===== src/bst_defs.vh =====
`ifndef BST_DEFS_VH
`define BST_DEFS_VH

// ----------------------------------------------------------------
// instruction register
// ----------------------------------------------------------------
`define BST_IR_W 6
`define BST_OP_EXTEST 6'h00
`define BST_OP_SAMPLE 6'h01
`define BST_OP_IDCODE 6'h02
`define BST_OP_HIGHZ 6'h03
`define BST_OP_CLAMP 6'h3e
`define BST_OP_BYPASS 6'h3f
`define BST_IR_CAPTURE 6'h2d

// ----------------------------------------------------------------
// identification register (value arbitrary, bit 0 must be one)
// ----------------------------------------------------------------
`define BST_ID_W 32
`define BST_ID_VALUE 32'h0a5c_3e01

// ----------------------------------------------------------------
// boundary chain layout
// ----------------------------------------------------------------
`define BST_IN_N 8
`define BST_IO_N 4
`define BST_CHAIN_W 16

// ----------------------------------------------------------------
// sample buffer
// ----------------------------------------------------------------
`define BST_FIFO_W 2
`define BST_FIFO_DEPTH 16
`define BST_FIFO_AW 4

`endif


===== src/bst_tap.v =====
`timescale 1ns/1ns
`include "bst_defs.vh"

// ----------------------------------------------------------------
// sample buffer
// ----------------------------------------------------------------
module bst_fifo #(
   parameter W = `BST_FIFO_W,
   parameter DEPTH = `BST_FIFO_DEPTH,
   parameter AW = `BST_FIFO_AW
) (
   // clock and reset
   input wire core_clk_i,
   input wire rstn_i,
   input wire ce_i,
   // fill side
   input wire in_valid_i,
   output wire in_ready_o,
   input wire [W-1:0] in_data_i,
   // drain side
   output wire out_valid_o,
   input wire out_ready_i,
   output wire [W-1:0] out_data_o
);
   reg [W-1:0] mem_q [0:DEPTH-1];
   reg [AW-1:0] wr_q;
   reg [AW-1:0] rd_q;
   reg [AW:0] cnt_q;
   wire push, pop;
   integer i;
   assign in_ready_o = (cnt_q != DEPTH[AW:0]);
   assign out_valid_o = (cnt_q != {(AW+1){1'b0}});
   assign out_data_o = mem_q[rd_q];
   assign push = in_valid_i & in_ready_o;
   assign pop = out_valid_o & out_ready_i;

   always @(posedge core_clk_i or negedge rstn_i) begin
      if (!rstn_i) begin
         wr_q <= {AW{1'b0}};
         rd_q <= {AW{1'b0}};
         cnt_q <= {(AW+1){1'b0}};
         for (i = 0; i < DEPTH; i = i + 1) begin
            mem_q[i] <= {W{1'b0}};
         end
      end else if (ce_i) begin
         if (push) begin
            mem_q[wr_q] <= in_data_i;
            wr_q <= wr_q + {{(AW-1){1'b0}}, 1'b1};
         end
         if (pop) begin
            rd_q <= rd_q + {{(AW-1){1'b0}}, 1'b1};
         end
         if (push && !pop) begin
            cnt_q <= cnt_q + {{AW{1'b0}}, 1'b1};
         end else if (pop && !push) begin
            cnt_q <= cnt_q - {{AW{1'b0}}, 1'b1};
         end
      end
   end
endmodule // bst_fifo

// Operation
// - sixteen-state controller, six-bit instruction register
// - five test pins: reset, clock, mode select, data in, data out
// - low test reset forces Test-Logic-Reset asynchronously
// - mode select and data in are taken on test clock rising edge
// - data out changes on test clock falling edge
// - data out enabled only in Shift-DR and Shift-IR
// - state advances by mode select captured at each rising edge
// - five cycles of mode select high reach Test-Logic-Reset
// - data in feeds boundary chain, instruction, identity or bypass
// - reset, mode select and data in read high when undriven
// - boundary chain tests interconnect of the dc-coupled pins
// - no ac-coupled test mode with time-varying stimulus
// - identification register readable through the controller
// - opcodes: extest 000000, sample 000001, idcode 000010, bypass 111111
// - Capture-IR loads 101101
// - shifted instruction takes effect only at Update-IR
// - 000011 tristates all pin outputs; 111111 gives one-bit bypass
module bst_tap (
   // clock, reset, enable
   input wire core_clk_i,
   input wire rstn_i,
   input wire ce_i,
   // test port pins
   input wire tck_i,
   input wire tms_i,
   input wire tdi_i,
   input wire trst_n_i,
   output wire tdo_o,
   output wire tdo_oe_o,
   // sample buffer fill ready
   output wire link_ready_o,
   // dc-coupled pads
   input wire [`BST_IN_N-1:0] pad_in_i,
   input wire [`BST_IO_N-1:0] pad_io_i,
   output wire [`BST_IO_N-1:0] pad_io_o,
   output wire [`BST_IO_N-1:0] pad_io_oe_o,
   // core side of the pads
   output wire [`BST_IN_N-1:0] core_in_o,
   output wire [`BST_IO_N-1:0] core_io_in_o,
   input wire [`BST_IO_N-1:0] core_io_i,
   input wire [`BST_IO_N-1:0] core_io_oe_i
);
   // ----------------------------------------------------------------
   // controller states
   // ----------------------------------------------------------------
   localparam S_TLR = 16'h0001;
   localparam S_RTI = 16'h0002;
   localparam S_SELDR = 16'h0004;
   localparam S_CAPDR = 16'h0008;
   localparam S_SHDR = 16'h0010;
   localparam S_EX1DR = 16'h0020;
   localparam S_PSDR = 16'h0040;
   localparam S_EX2DR = 16'h0080;
   localparam S_UPDR = 16'h0100;
   localparam S_SELIR = 16'h0200;
   localparam S_CAPIR = 16'h0400;
   localparam S_SHIR = 16'h0800;
   localparam S_EX1IR = 16'h1000;
   localparam S_PSIR = 16'h2000;
   localparam S_EX2IR = 16'h4000;
   localparam S_UPIR = 16'h8000;
   localparam SYNC_W = 3 + `BST_IN_N + `BST_IO_N;

   // ----------------------------------------------------------------
   // pin synchronisers
   // ----------------------------------------------------------------
   reg [SYNC_W-1:0] sync1_q;
   reg [SYNC_W-1:0] sync2_q;
   reg tck_prev_q, trst1_q, trst2_q;
   wire trst_raw_n, tap_rst_n, tck_s, tms_s, tdi_s, tck_rise, tck_fall;
   wire [`BST_IN_N-1:0] pad_in_s;
   wire [`BST_IO_N-1:0] pad_io_s;
   // undriven tms and tdi settle high, matching the pad pull-ups; tck and pads start low
   always @(posedge core_clk_i or negedge rstn_i) begin
      if (!rstn_i) begin
         sync1_q <= {{(SYNC_W-2){1'b0}}, 2'b11};
         sync2_q <= {{(SYNC_W-2){1'b0}}, 2'b11};
         tck_prev_q <= 1'b0;
      end else if (ce_i) begin
         sync1_q <= {pad_io_i, pad_in_i, tck_i, tms_i, tdi_i};
         sync2_q <= sync1_q;
         tck_prev_q <= tck_s;
      end
   end

   assign tdi_s = sync2_q[0];
   assign tms_s = sync2_q[1];
   assign tck_s = sync2_q[2];
   assign pad_in_s = sync2_q[3 +: `BST_IN_N];
   assign pad_io_s = sync2_q[3 + `BST_IN_N +: `BST_IO_N];
   assign tck_rise = tck_s & ~tck_prev_q;
   assign tck_fall = ~tck_s & tck_prev_q;

   // test reset asserts at once, releases through two flops
   assign trst_raw_n = rstn_i & trst_n_i;
   always @(posedge core_clk_i or negedge trst_raw_n) begin
      if (!trst_raw_n) begin
         trst1_q <= 1'b0;
         trst2_q <= 1'b0;
      end else if (ce_i) begin
         trst1_q <= 1'b1;
         trst2_q <= trst1_q;
      end
   end
   assign tap_rst_n = rstn_i & trst2_q;

   // ----------------------------------------------------------------
   // rising-edge samples buffered ahead of the controller
   // ----------------------------------------------------------------
   wire fifo_in_ready, fifo_out_valid, fifo_out_ready;
   wire [`BST_FIFO_W-1:0] fifo_out_data;
   reg link_ready_q, fall_pend_q;
   wire step, tms_t, tdi_t;
   bst_fifo #(
      .W(`BST_FIFO_W),
      .DEPTH(`BST_FIFO_DEPTH),
      .AW(`BST_FIFO_AW)
   ) u_fifo (
      .core_clk_i(core_clk_i),
      .rstn_i(tap_rst_n),
      .ce_i(ce_i),
      .in_valid_i(tck_rise),
      .in_ready_o(fifo_in_ready),
      .in_data_i({tms_s, tdi_s}),
      .out_valid_o(fifo_out_valid),
      .out_ready_i(fifo_out_ready),
      .out_data_o(fifo_out_data)
   );

   // drain holds until the falling edge has published the last step
   assign fifo_out_ready = ~fall_pend_q;
   assign step = fifo_out_valid & fifo_out_ready & ce_i;
   assign tms_t = fifo_out_data[1];
   assign tdi_t = fifo_out_data[0];

   always @(posedge core_clk_i or negedge rstn_i) begin
      if (!rstn_i) begin
         link_ready_q <= 1'b0;
      end else if (ce_i) begin
         link_ready_q <= fifo_in_ready;
      end
   end
   assign link_ready_o = link_ready_q;

   // ----------------------------------------------------------------
   // controller next state
   // ----------------------------------------------------------------
   reg [15:0] state_q;
   reg [15:0] state_d;
   always @* begin
      state_d = S_TLR;
      case (state_q)
         S_TLR: state_d = tms_t ? S_TLR : S_RTI;
         S_RTI: state_d = tms_t ? S_SELDR : S_RTI;
         S_SELDR: state_d = tms_t ? S_SELIR : S_CAPDR;
         S_CAPDR: state_d = tms_t ? S_EX1DR : S_SHDR;
         S_SHDR: state_d = tms_t ? S_EX1DR : S_SHDR;
         S_EX1DR: state_d = tms_t ? S_UPDR : S_PSDR;
         S_PSDR: state_d = tms_t ? S_EX2DR : S_PSDR;
         S_EX2DR: state_d = tms_t ? S_UPDR : S_SHDR;
         S_UPDR: state_d = tms_t ? S_SELDR : S_RTI;
         // five highs from any state end here
         S_SELIR: state_d = tms_t ? S_TLR : S_CAPIR;
         S_CAPIR: state_d = tms_t ? S_EX1IR : S_SHIR;
         S_SHIR: state_d = tms_t ? S_EX1IR : S_SHIR;
         S_EX1IR: state_d = tms_t ? S_UPIR : S_PSIR;
         S_PSIR: state_d = tms_t ? S_EX2IR : S_PSIR;
         S_EX2IR: state_d = tms_t ? S_UPIR : S_SHIR;
         S_UPIR: state_d = tms_t ? S_SELDR : S_RTI;
         default: state_d = S_TLR;
      endcase
   end

   // ----------------------------------------------------------------
   // instruction decode
   // ----------------------------------------------------------------
   reg [`BST_IR_W-1:0] ir_sh_q;
   reg [`BST_IR_W-1:0] ir_q;
   wire op_extest, op_sample, op_idcode, op_highz, op_clamp;
   wire sel_bnd, test_drive;
   assign op_extest = (ir_q == `BST_OP_EXTEST);
   assign op_sample = (ir_q == `BST_OP_SAMPLE);
   assign op_idcode = (ir_q == `BST_OP_IDCODE);
   assign op_highz = (ir_q == `BST_OP_HIGHZ);
   assign op_clamp = (ir_q == `BST_OP_CLAMP);
   assign sel_bnd = op_extest | op_sample;
   // other opcodes, bypass and reserved alike, leave pins alone, except highz, which disables every pin output
   assign test_drive = op_extest | op_clamp;

   // ----------------------------------------------------------------
   // boundary cells: inputs first, then enable/data pair per i/o pin
   // ----------------------------------------------------------------
   reg [`BST_CHAIN_W-1:0] bnd_sh_q;
   reg [`BST_CHAIN_W-1:0] bnd_up_q;
   reg [`BST_IO_N-1:0] pad_io_q, pad_io_oe_q, core_io_in_q;
   reg [`BST_IN_N-1:0] core_in_q;
   wire [`BST_CHAIN_W-1:0] bnd_cap;
   wire [`BST_IO_N-1:0] io_data_d, io_oe_d;
   // only dc-coupled pins have cells; no ac stimulus exists here
   assign bnd_cap[`BST_IN_N-1:0] = pad_in_s;

   genvar k;
   generate
      for (k = 0; k < `BST_IO_N; k = k + 1) begin : g_io
         // data cell sees the core when driving in mission mode
         assign bnd_cap[`BST_IN_N + 2*k] = core_io_oe_i[k];
         assign bnd_cap[`BST_IN_N + 2*k + 1] =
            (core_io_oe_i[k] & ~op_extest) ? core_io_i[k] : pad_io_s[k];
         assign io_oe_d[k] = op_highz ? 1'b0 :
            (test_drive ? bnd_up_q[`BST_IN_N + 2*k] : core_io_oe_i[k]);
         assign io_data_d[k] = test_drive ?
            bnd_up_q[`BST_IN_N + 2*k + 1] : core_io_i[k];
      end
   endgenerate

   always @(posedge core_clk_i or negedge rstn_i) begin
      if (!rstn_i) begin
         pad_io_q <= {`BST_IO_N{1'b0}};
         pad_io_oe_q <= {`BST_IO_N{1'b0}};
         core_in_q <= {`BST_IN_N{1'b0}};
         core_io_in_q <= {`BST_IO_N{1'b0}};
      end else if (ce_i) begin
         pad_io_q <= io_data_d;
         pad_io_oe_q <= io_oe_d;
         core_in_q <= pad_in_s;
         core_io_in_q <= pad_io_s;
      end
   end

   assign pad_io_o = pad_io_q;
   assign pad_io_oe_o = pad_io_oe_q;
   assign core_in_o = core_in_q;
   assign core_io_in_o = core_io_in_q;

   // ----------------------------------------------------------------
   // controller, data registers and serial output
   // ----------------------------------------------------------------
   reg bypass_q, tdo_q, tdo_oe_q;
   reg [`BST_ID_W-1:0] id_q;
   wire dr_out;
   assign dr_out = sel_bnd ? bnd_sh_q[0] :
      (op_idcode ? id_q[0] : bypass_q);

   always @(posedge core_clk_i or negedge tap_rst_n) begin
      if (!tap_rst_n) begin
         state_q <= S_TLR;
         ir_sh_q <= {`BST_IR_W{1'b0}};
         ir_q <= `BST_OP_IDCODE;
         bypass_q <= 1'b0;
         id_q <= {`BST_ID_W{1'b0}};
         bnd_sh_q <= {`BST_CHAIN_W{1'b0}};
         bnd_up_q <= {`BST_CHAIN_W{1'b0}};
         tdo_q <= 1'b0;
         tdo_oe_q <= 1'b0;
         fall_pend_q <= 1'b0;
      end else if (ce_i) begin
         if (step) begin
            state_q <= state_d;
            fall_pend_q <= 1'b1;
            case (state_q)
               S_TLR: ir_q <= `BST_OP_IDCODE;
               S_CAPIR: ir_sh_q <= `BST_IR_CAPTURE;
               S_SHIR: ir_sh_q <= {tdi_t, ir_sh_q[`BST_IR_W-1:1]};
               S_CAPDR: begin
                  bypass_q <= 1'b0;
                  if (sel_bnd) begin
                     bnd_sh_q <= bnd_cap;
                  end
                  if (op_idcode) begin
                     id_q <= `BST_ID_VALUE;
                  end
               end
               S_SHDR: begin
                  if (sel_bnd) begin
                     bnd_sh_q <= {tdi_t, bnd_sh_q[`BST_CHAIN_W-1:1]};
                  end else if (op_idcode) begin
                     id_q <= {tdi_t, id_q[`BST_ID_W-1:1]};
                  end else begin
                     bypass_q <= tdi_t;
                  end
               end
               default: ;
            endcase
         end else if (tck_fall) begin
            fall_pend_q <= 1'b0;
            tdo_q <= state_q[11] ? ir_sh_q[0] : dr_out;
            tdo_oe_q <= state_q[4] | state_q[11];
            if (state_q == S_UPIR) begin
               ir_q <= ir_sh_q;
            end
            if ((state_q == S_UPDR) && sel_bnd) begin
               bnd_up_q <= bnd_sh_q;
            end
         end
      end
   end

   assign tdo_o = tdo_q;
   assign tdo_oe_o = tdo_oe_q;
endmodule // bst_tap


===== config.mk =====
export PLATFORM = sky130hd
export DESIGN_NAME = bst_tap
export DESIGN_NICKNAME = d
export VERILOG_FILES = /design/src/bst_tap.v
export VERILOG_INCLUDE_DIRS = /design/src
export SDC_FILE = /design/constraint.sdc
export NUM_CORES = 1
export LEC_CHECK = 0
export BUFFER_PORTS_ARGS = -buffer_cell sky130_fd_sc_hd__buf_4
export CORE_MARGIN = 4
export CORE_UTILIZATION = 60
export DETAILED_ROUTE_END_ITERATION = 7
export PLACE_DENSITY_LB_ADDON = 0.15
export SLEW_MARGIN = 5
export SYNTH_ARGS = -nofsm -noshare
export SYNTH_HDL_FRONTEND = slang
export SYNTH_SLANG_ARGS = --single-unit

===== constraint.sdc =====
create_clock -name core_clk_i -period 6 [get_ports core_clk_i]
set_input_delay 0.9 -clock core_clk_i [delete_from_list [all_inputs] [get_ports core_clk_i]]
set_output_delay 0.9 -clock core_clk_i [all_outputs]
set_load 0.02 [all_outputs]

* After elaboration in Yosys (flattened, before gate mapping)
Cells that the tools add are included.
** Operators by class
- Add/sub/neg operators :: 4
- $lt $le $gt $ge :: 3
- Equal/unequal tests :: 28
- Muxes and demuxes :: 57
- Bitwise logic cells :: 21
- Reduce and logical (&&, ||, !) cells :: 28
** Operators by type and width (count)
- case mux 16 bit (12 select lines) :: 1
- two-way mux 32 bit :: 3
- two-way mux 16 bit :: 4
- case mux 32 bit (2 select lines) :: 1
- bitwise mux 32 bit :: 1
- case mux 16 bit (2 select lines) :: 1
- two-way mux 6 bit :: 5
- two-way mux 1 bit :: 23
- two-way mux 9 bit :: 2
- == test 16 x 1 -> 1 bit (second input constant) :: 1
- == test 16 x 10 -> 1 bit (second input constant) :: 1
- == test 16 x 11 -> 1 bit (second input constant) :: 1
- == test 16 x 12 -> 1 bit (second input constant) :: 1
- == test 16 x 13 -> 1 bit (second input constant) :: 1
- == test 16 x 14 -> 1 bit (second input constant) :: 1
- == test 16 x 15 -> 1 bit (second input constant) :: 1
- == test 16 bit (second input constant) :: 1
- == test 16 x 2 -> 1 bit (second input constant) :: 1
- == test 16 x 3 -> 1 bit (second input constant) :: 1
- == test 16 x 4 -> 1 bit (second input constant) :: 1
- == test 16 x 5 -> 1 bit (second input constant) :: 1
- == test 16 x 6 -> 1 bit (second input constant) :: 1
- == test 16 x 7 -> 1 bit (second input constant) :: 1
- == test 16 x 8 -> 1 bit (second input constant) :: 1
- 40 further kinds :: 85
** Word-level totals
- Register bits after elaboration :: 195
- Output and inout port bits :: 23
- Word-level logic and storage cells :: 180

* Logic depth before layout (Yosys ltp)
Gate-level depths: netlist of the first run.
- Depth in word-level cells :: 7
- Mapped depth :: 11
- Mapped depth without buffers :: 11

* Cells and area by module
A second synthesis of the first run with hierarchy kept.
** Unflattened totals
- Cells, all modules :: 773
- Area, all modules :: 8734.6 um^2
** By module, submodules not included
- bst_tap :: instances 1, cells each 588, area an instance 6388.6 um^2
- bst_fifo :: instances 1, cells each 185, area an instance 2346.0 um^2

* Least setup slack after synthesis of the first run
No wires, ideal clock.
- Path kind :: input to register
- Start :: in ce_i
- End :: reg id_q[10]
- Library setup time :: 0.119 ns
- Arrival time :: 2.483 ns
- Path slack :: 3.398 ns
- Cell stages on the path :: 9
- Cell sequence :: clkbuf_1 inv_1 a211oi_1 o21ai_2 or3_1 buf_2 buf_6 nor3_2 nor2_1
** On the way
- Cells in the longest elaborated chain, start to end :: 2
** Ends and longest elaborated chain
- from (decl) :: RTL line bst_tap.v:84 : input wire ce_i,
- bitwise AND 1 bit :: RTL line bst_tap.v:194 : assign step = fifo_out_valid & fifo_out_ready & ce_i;
- AND reduction 6 bit (no source line) (*)
- to (signal assigned) :: RTL line bst_tap.v:312 : id_q <= {`BST_ID_W{1'b0}};
- to (signal assigned) :: RTL line bst_tap.v:332 : id_q <= `BST_ID_VALUE;
- to (signal assigned) :: RTL line bst_tap.v:339 : id_q <= {tdi_t, id_q[`BST_ID_W-1:1]};
- to (decl) :: RTL line bst_tap.v:301 : reg [`BST_ID_W-1:0] id_q;
Mark *: on every way between the ends. The rest lies on a longest branch, timed or not.
A chain may end at the register's enable or synchronous reset.

* Worst setup path in the final report of the first run
- Start :: reg state_q[8]
- End :: reg id_q[9]
** On the way
- Cells in the longest elaborated chain, start to end :: 3
- Elaborated cells between the ends (all ways) :: 8
** Ends and longest elaborated chain
- from (decl) :: RTL line bst_tap.v:210 : reg [15:0] state_q;
- from (signal assigned) :: RTL line bst_tap.v:320 : state_q <= state_d;
- == test 16 x 4 -> 1 bit or == test 16 x 5 -> 1 bit (tied branches) :: RTL line bst_tap.v:322 : case (state_q)
- != test 2 bit (no source line) or nonzero test 2 bit (tied branches)
- AND reduction 6 bit (no source line)
Parallel ways exist; a longest one is shown, timed or not.

==> flow_metrics.env, run 1 <==
export IMPL_outcome="finished clean"
export IMPL_initial_core_util=0.6181
export IMPL_path_class="register to register"
export IMPL_synth_edff_count=0
export IMPL_fin_setup_tns_ns=0
export IMPL_synth_simple_area_share=0.1632
export IMPL_rsz0062_at_grt="false"
export IMPL_yosys_area_top_type="dfrtp_1"
export IMPL_slew_viol_final=0
export IMPL_end_kind="register"
export IMPL_cts_resized=0
export IMPL_grt_usage=0.2391
export IMPL_power_density_nw_per_um2=383.7
export IMPL_clk_pin_slew_ns=0.07
export IMPL_crit_start="state_q[8]"
export IMPL_hold_class="primary input to async pin"
export IMPL_fin_skew_ns=0.01445
export IMPL_ctsHtreeMaxLevel=4
export IMPL_gr_total_overflow=0
export IMPL_ios=50
export IMPL_placed_area_um2=9090
export IMPL_slew_headroom=0.1712
export IMPL_place_congestion=0.8996
export IMPL_timing_final_ws_setup_ns=2.393
export IMPL_reg2reg_depth=6
export IMPL_syn_inst=760
export IMPL_clock_sinks=187
export IMPL_nets=826
export IMPL_rows=43
export IMPL_cp_required_ns=6.31
export IMPL_crit_fanout=32
export IMPL_synthTopCellsByArea="dfrtp_1 52%, mux2_2 10%, nand2_1 4.4%"
export IMPL_hold_viol=0
export IMPL_syn_to_final_growth_pct=12.37
export IMPL_fmax_ghz=0.2772
export IMPL_synth_avg_cell_area_um2=11.38
export IMPL_ys_types=56
export IMPL_pre_cts_ws_ns=2.281
export IMPL_synth_compound_area_frac=0.05991
export IMPL_synth_fp_nets=798
export IMPL_yosysWarnings=0
export IMPL_final_antenna_net_count=0
export IMPL_ir_worst_vdd_mv=0.2946
export IMPL_min_period_ns=3.607
export IMPL_wl_per_cell_um=18.41
export IMPL_cts_repair_timing_setup_buffer_count=0
export IMPL_reg2reg_from="state_q[8]"
export IMPL_p_leak_uw=0.004480
export IMPL_r2r_end="id_q[9]"
export IMPL_drive_gt1_frac=0.2547
export IMPL_final_cells=981
export IMPL_cap_violations=0
export IMPL_die_x_um=128.0
export IMPL_ys_seq_elements=187
export IMPL_grt_max_degree=63
export IMPL_dp_hpwl_mm=12.09
export IMPL_ctsLongestPathBuffers=2
export IMPL_dieArea_um2=16390
export IMPL_antenna_found_initial=0
export IMPL_route_detailed_drc=0
export IMPL_startpoint_type="register"
export IMPL_synth_top_family_by_area="multiplexers"
export IMPL_n_antenna_cell=0
export IMPL_synthFlopType="dfrtp_1"
export IMPL_cts_buffers=17
export IMPL_postCtsHoldBufs=0
export IMPL_post_drt_via_cell_ratio=5.976
export IMPL_synth_top_area_frac=0.5239
export IMPL_fin_area_um2=9716
export IMPL_finalCritPeriodShare=0.6012
export IMPL_grt_pass1_vias=6116
export IMPL_grt_pass1_wl_mm=31.10
export IMPL_cts_tree="done"
export IMPL_core_um2=13990
export IMPL_ys_seq_area_frac=0.5421
export IMPL_fill_cells=1044
export IMPL_dr_pass1_iters=5
export IMPL_synth_area_mux_share=0.1692
export IMPL_regToRegSetupSlack_ns=2.39
export IMPL_vias=5862
export IMPL_drtIter0Drc=466
export IMPL_port_buffers=49
export IMPL_synth_xor_area_frac=0.01823
export IMPL_synth_cell_area_um2=8646
export IMPL_clock_root_buffer="clkbuf_16"
export IMPL_placed_cells=949
export IMPL_die_y_um=128.0
export IMPL_arrival_ns=3.92
export IMPL_synthAdderAreaFrac=0.01679
export IMPL_synth_async_reset_ratio=1.000
export IMPL_insertion_delay_ns=0.43
export IMPL_wl_mm=18.06
export IMPL_worst_slew_pin_slew_ns=1.243
export IMPL_setup_violations=0
-- layout make-up --
type	count	area [um^2]	area share
Multi-Input combinational cell	510	3697	0.3806
Clock inverter	13	182.7	0.01880
Inverter	16	60.06	0.006182
Sequential cell	187	4687	0.4824
Clock buffer	19	442.9	0.04559
Timing Repair Buffer	56	420.4	0.04327
Tap cell	180	225.2	0.02318
-- flip-flops by register name, indices dropped and copies added, names as in the netlist, 6 cells and up --
| register | cells |
|---|---|
| bnd_up_q | 8 |
| u_fifo.mem_q | 32 |
| sync1_q | 15 |
| ir_q | 6 |
| bnd_sh_q | 16 |
| sync2_q | 15 |
| ir_sh_q | 6 |
| state_q | 16 |
| id_q | 32 |
| core_in_o | 8 |
-- layer usage --
layer / up-vias / GRT usage / share of wire
met5: - / 0 / 0
met4: 0 / 0.07553 / 0.022
met3: 39 / 0.06083 / 0.048
met2: 140 / 0.3863 / 0.50
met1: 2963 / 0.3207 / 0.43
li1: 2720 / - / -
-- worst max path at each step --
stage	to	slack (ns)	depth (start not counted)
3_3_place_gp	id_q[9]	2.39	8
2_1_floorplan	bnd_sh_q[0]	0.87	1
4_1_cts	id_q[9]	2.42	6
3_5_place_dp	id_q[9]	2.28	8
6_report	id_q[9]	2.39	6
5_1_grt	id_q[9]	2.09	6
-- cell usage after synthesis, types with 9 or more instances --
library cell	count
dfrtp_1	181
nand2_1	101
mux2_2	79
nor2_1	61
o21ai_0	29
clkbuf_1	28
mux2i_1	28
nand3_1	23
inv_1	15
o21ai_1	15
a21oi_1	14
nor3_1	14
buf_2	12
nor3_2	11
ha_1	10
nand4_1	10
xnor2_1	10
mux4_2	9
-- logic make-up after synthesis --
family | Yosys count
simple gates | 270
flops | 187
mux | 124
compound gates | 87
buf+inv | 63
xor+xnor | 18
fa+ha+maj | 11
-- cells in the final DEF, fill, tap and decap left out, drive strengths merged, types with 4 or more instances in the layout --
cell type,synthesis,routed
xor2,8,8
nor4b,4,4
a22o,4,4
nand2,101,101
o22a,4,4
mux2,87,87
o31ai,4,4
nor2,61,61
nand2b,8,8
buf,18,56
clkbuf,29,19
o2bb2ai,4,4
nand4,10,10
mux2i,28,28
o21ai,45,45
mux4,9,9
nand3,23,23
xnor2,10,10
nand4b,7,7
clkinv,0,5
ha,10,10
nor4,7,7
a21oi,15,15
a31oi,4,4
dfrtp,181,181
nor3,25,25
inv,16,21
dfstp,6,6
-- per-stage QoR --
| stage | power [uW] | hold WS [ns] | utilization |
|---|---|---|---|
| 3_5_place_dp | 2563 | 0.3738 | 0.6498 |
| 5_1_grt | 3934 | 0.3365 | 0.6945 |
| 3_3_place_gp | 2522 | 0.3594 | 0.6498 |
| 6_report | 3728 | 0.3441 | 0.6945 |
| 2_1_floorplan | 2284 | 0.4305 | - |
| 4_1_cts | 3757 | 0.3342 | 0.6945 |
-- critical path: stages (launching register included) --
cell	delay (ns)
dfrtp_1	0.47
nor4_4	0.55
and4_1	0.98
o21ai_2	0.20
or3_1	0.87
nor3_1	0.33
nor2_1	0.06
-- power by group --
| part | total (uW) | switching (uW) | leakage (uW) | internal (uW) |
|---|---|---|---|---|
| combinational | 861 | 444 | 0.00176 | 417 |
| clock | 1180 | 503 | 0.000309 | 680 |
| sequential | 1680 | 210 | 0.00241 | 1470 |
| total | 3730 | 1160 | 0.00448 | 2570 |
No activity file was read; power rests on OpenSTA's default activity.
==> inputs of run 2 (changes only) <==
--- a/config.mk
+++ b/config.mk
@@ -6,9 +6,10 @@
 export SDC_FILE = /design/constraint.sdc
 export NUM_CORES = 1
 export LEC_CHECK = 0
+export ABC_AREA = 1
 export BUFFER_PORTS_ARGS = -buffer_cell sky130_fd_sc_hd__buf_4
 export CORE_MARGIN = 4
-export CORE_UTILIZATION = 60
+export CORE_UTILIZATION = 55
 export DETAILED_ROUTE_END_ITERATION = 7
 export PLACE_DENSITY_LB_ADDON = 0.15
 export SLEW_MARGIN = 5
==> constraint.sdc (replaced) <==
create_clock -name core_clk_i -period 2.9 [get_ports core_clk_i]
set_input_delay 0.435 -clock core_clk_i [delete_from_list [all_inputs] [get_ports core_clk_i]]
set_output_delay 0.435 -clock core_clk_i [all_outputs]
set_load 0.02 [all_outputs]
==> run 2 against run 1 <==
  * Register-to-register slack worse by 1.8 ns
  * Cell count is 33% higher
  * Clock power is 84% higher
  * Sequential power is 100% higher
  * Sequential share of layout area is 0.17 points lower
  * Critical endpoint is now id_q[31]
==> flow_metrics.env, run 2 <==
export IMPL_min_path_cells=3
export IMPL_vias=6760
export IMPL_layout_common_cells="322 x nand2_1, 181 x dfrtp_1, 112 x o21ai_0"
export IMPL_reg2reg_depth=9
export IMPL_dieArea_um2=17820
export IMPL_cp_required_ns=3.24
export IMPL_route_detailed_drc=0
export IMPL_r2r_end="id_q[31]"
export IMPL_min_period_ns=2.329
export IMPL_p_total_uw=7789
export IMPL_grt_usage=0.2150
export IMPL_synthTopCellsByArea="dfrtp_1 52%, nand2_1 14%, o21ai_0 6.5%"
export IMPL_syn_inst=1042
export IMPL_dp_hpwl_mm=12.29
export IMPL_drive_gt1_frac=0.1157
export IMPL_synth_top_area_frac=0.5229
export IMPL_placed_cells=1275
export IMPL_wl_per_cell_um=13.92
export IMPL_synthFlopType="dfrtp_1"
export IMPL_setup_violations=0
export IMPL_ctsLongestPathBuffers=2
export IMPL_clock_root_buffer="clkbuf_16"
export IMPL_final_cells=1309
export IMPL_n_antenna_cell=0
export IMPL_rows=45
export IMPL_fmax_ghz=0.4294
export IMPL_hold_viol=0
export IMPL_place_congestion=0.8719
export IMPL_ys_seq_elements=187
export IMPL_placed_area_um2=9179
export IMPL_final_common_cell="nand2_1"
export IMPL_rsz0062_at_grt="false"
export IMPL_drtIter0Drc=462
export IMPL_post_drt_via_cell_ratio=5.164
export IMPL_end_kind="register"
export IMPL_initial_core_util=0.5656
export IMPL_min_from="pad_in_i[6]"
export IMPL_power_density_nw_per_um2=798.9
export IMPL_multiInputGateArea_um2=3367
export IMPL_port_buffers=49
export IMPL_final_antenna_net_count=0
export IMPL_yosysMostFrequentCell="nand2_1"
export IMPL_ctsHtreeMaxLevel=4
export IMPL_fin_area_um2=9749
export IMPL_synth_common_cells="322 x nand2_1, 181 x dfrtp_1, 112 x o21ai_0"
export IMPL_yosysWarnings=0
export IMPL_ys_types=38
export IMPL_yosys_area_top_type="dfrtp_1"
export IMPL_ios=50
export IMPL_ys_seq_area_frac=0.5411
export IMPL_synth_cell_area_um2=8662
export IMPL_die_y_um=133.5
export IMPL_p_leak_uw=0.005009
export IMPL_whs_endpoint="sync1_q[9]"
export IMPL_top_regs="id_q: 32 flops, u_fifo.mem_q: 32 flops"
export IMPL_slew_viol_final=0
export IMPL_wl_mm=18.22
export IMPL_fill_cells=1379
export IMPL_synth_avg_cell_area_um2=8.313
export IMPL_cts_buffers=17
export IMPL_reg2reg_from="state_q[13]"
export IMPL_clock_sinks=187
export IMPL_fin_hold_ws_ns=0.1985
export IMPL_hold_class="primary input to register"
export IMPL_fin_skew_ns=0.01155
export IMPL_die_x_um=133.5
export IMPL_insertion_delay_ns=0.43
export IMPL_arrival_ns=2.67
export IMPL_grt_pass1_vias=6497
export IMPL_startpoint_type="register"
export IMPL_worst_slew_pin_slew_ns=0.7256
export IMPL_clk_pin_slew_ns=0.07
export IMPL_synth_async_reset_ratio=1.000
export IMPL_cts_tree="done"
export IMPL_grt_max_degree=56
export IMPL_fin_setup_tns_ns=0
export IMPL_grt_pass1_wl_mm=31.04
export IMPL_syn_to_final_growth_pct=12.55
export IMPL_path_class="register to register"
export IMPL_outcome="finished clean"
export IMPL_nets=1123
export IMPL_synth_edff_count=0
export IMPL_finalCritPeriodShare=0.8031
export IMPL_cts_resized=0
export IMPL_antenna_found_initial=0
export IMPL_slew_headroom=0.5121
export IMPL_regArea_um2=4687
export IMPL_core_um2=15310
export IMPL_regToRegSetupSlack_ns=0.57
export IMPL_gr_total_overflow=0
export IMPL_synth_fp_nets=1080
export IMPL_crit_fanout=50
export IMPL_dr_pass1_iters=4
export IMPL_cap_violations=0
export IMPL_ir_worst_vdd_mv=0.5006
==> run 2: cell type report <==
type / instances / share of cell area
sequential: 187 / 0.4807
clock inverter: 13 / 0.01104
multi-input combinational: 711 / 0.3454
inverter: 107 / 0.04158
tap: 211 / 0.02708
timing repair buffer: 61 / 0.04877
clock buffer: 19 / 0.04543
==> run 2: logic make-up after synthesis <==
family,Yosys count,synth area share
flip-flops,187,0.5411
AND/OR/NAND/NOR,503,0.2460
buffers and inverters,144,0.07020
adder cells (fa/ha/maj),11,0.01676
XOR/XNOR,10,0.01011
AO/OA/AOI/OAI,187,0.1158
==> run 2: report_power, final <==
part	total, uW	leakage, uW	switching (uW)	internal (uW)
Clock	2170	0.000260	1030	1140
Sequential	3420	0.00240	340	3080
Combinational	2200	0.00235	1450	744
==> run 2: timing repair <==
item                                   CTS  global route
hold buffers                             2             0
endpoints found under the hold margin    4             0
setup buffers                            0             0
==> run 2: layer usage <==
metal / vias to the layer above / wire length, um / track usage
li1: 3426 / - / -
met1: 3210 / 8587 / 0.2962
met2: 109 / 8614 / 0.3493
met3: 15 / 805 / 0.04909
met4: 0 / 210 / 0.05371
met5: - / 0 / 0
==> run 2: per-stage QoR <==
stage          worst slack [ns]    util
2_1_floorplan            0.7138       -
3_3_place_gp             0.6244  0.5993
3_5_place_dp             0.5972  0.5993
4_1_cts                  0.5658  0.6366
5_1_grt                  0.2768  0.6366
6_report                 0.5710  0.6366
==> run 2: worst max-delay path, cell delays in order, from the launching register on <==
cell     delay [ns]
dfrtp_1        0.39
nor2_1         0.16
nand2_1        0.16
nor2_4         0.27
nand2_2        0.12
nand2_4        0.10
nand2_4        0.09
nor2_8         0.45
inv_2          0.24
o21ai_0        0.25
==> run 2: worst max path at each step <==
stage	start	endpoint	slack [ns]	cells past startpoint
after CTS	state_q[13]	id_q[31]	0.57	9
final	state_q[13]	id_q[31]	0.57	9
after global routing	state_q[13]	id_q[31]	0.28	9
after global placement	u_fifo.cnt_q[1]	ir_q[1]	0.62	9
after detailed placement	state_q[13]	id_q[31]	0.60	10
after floorplan	rstn_i	bnd_sh_q[0]	0.71	2
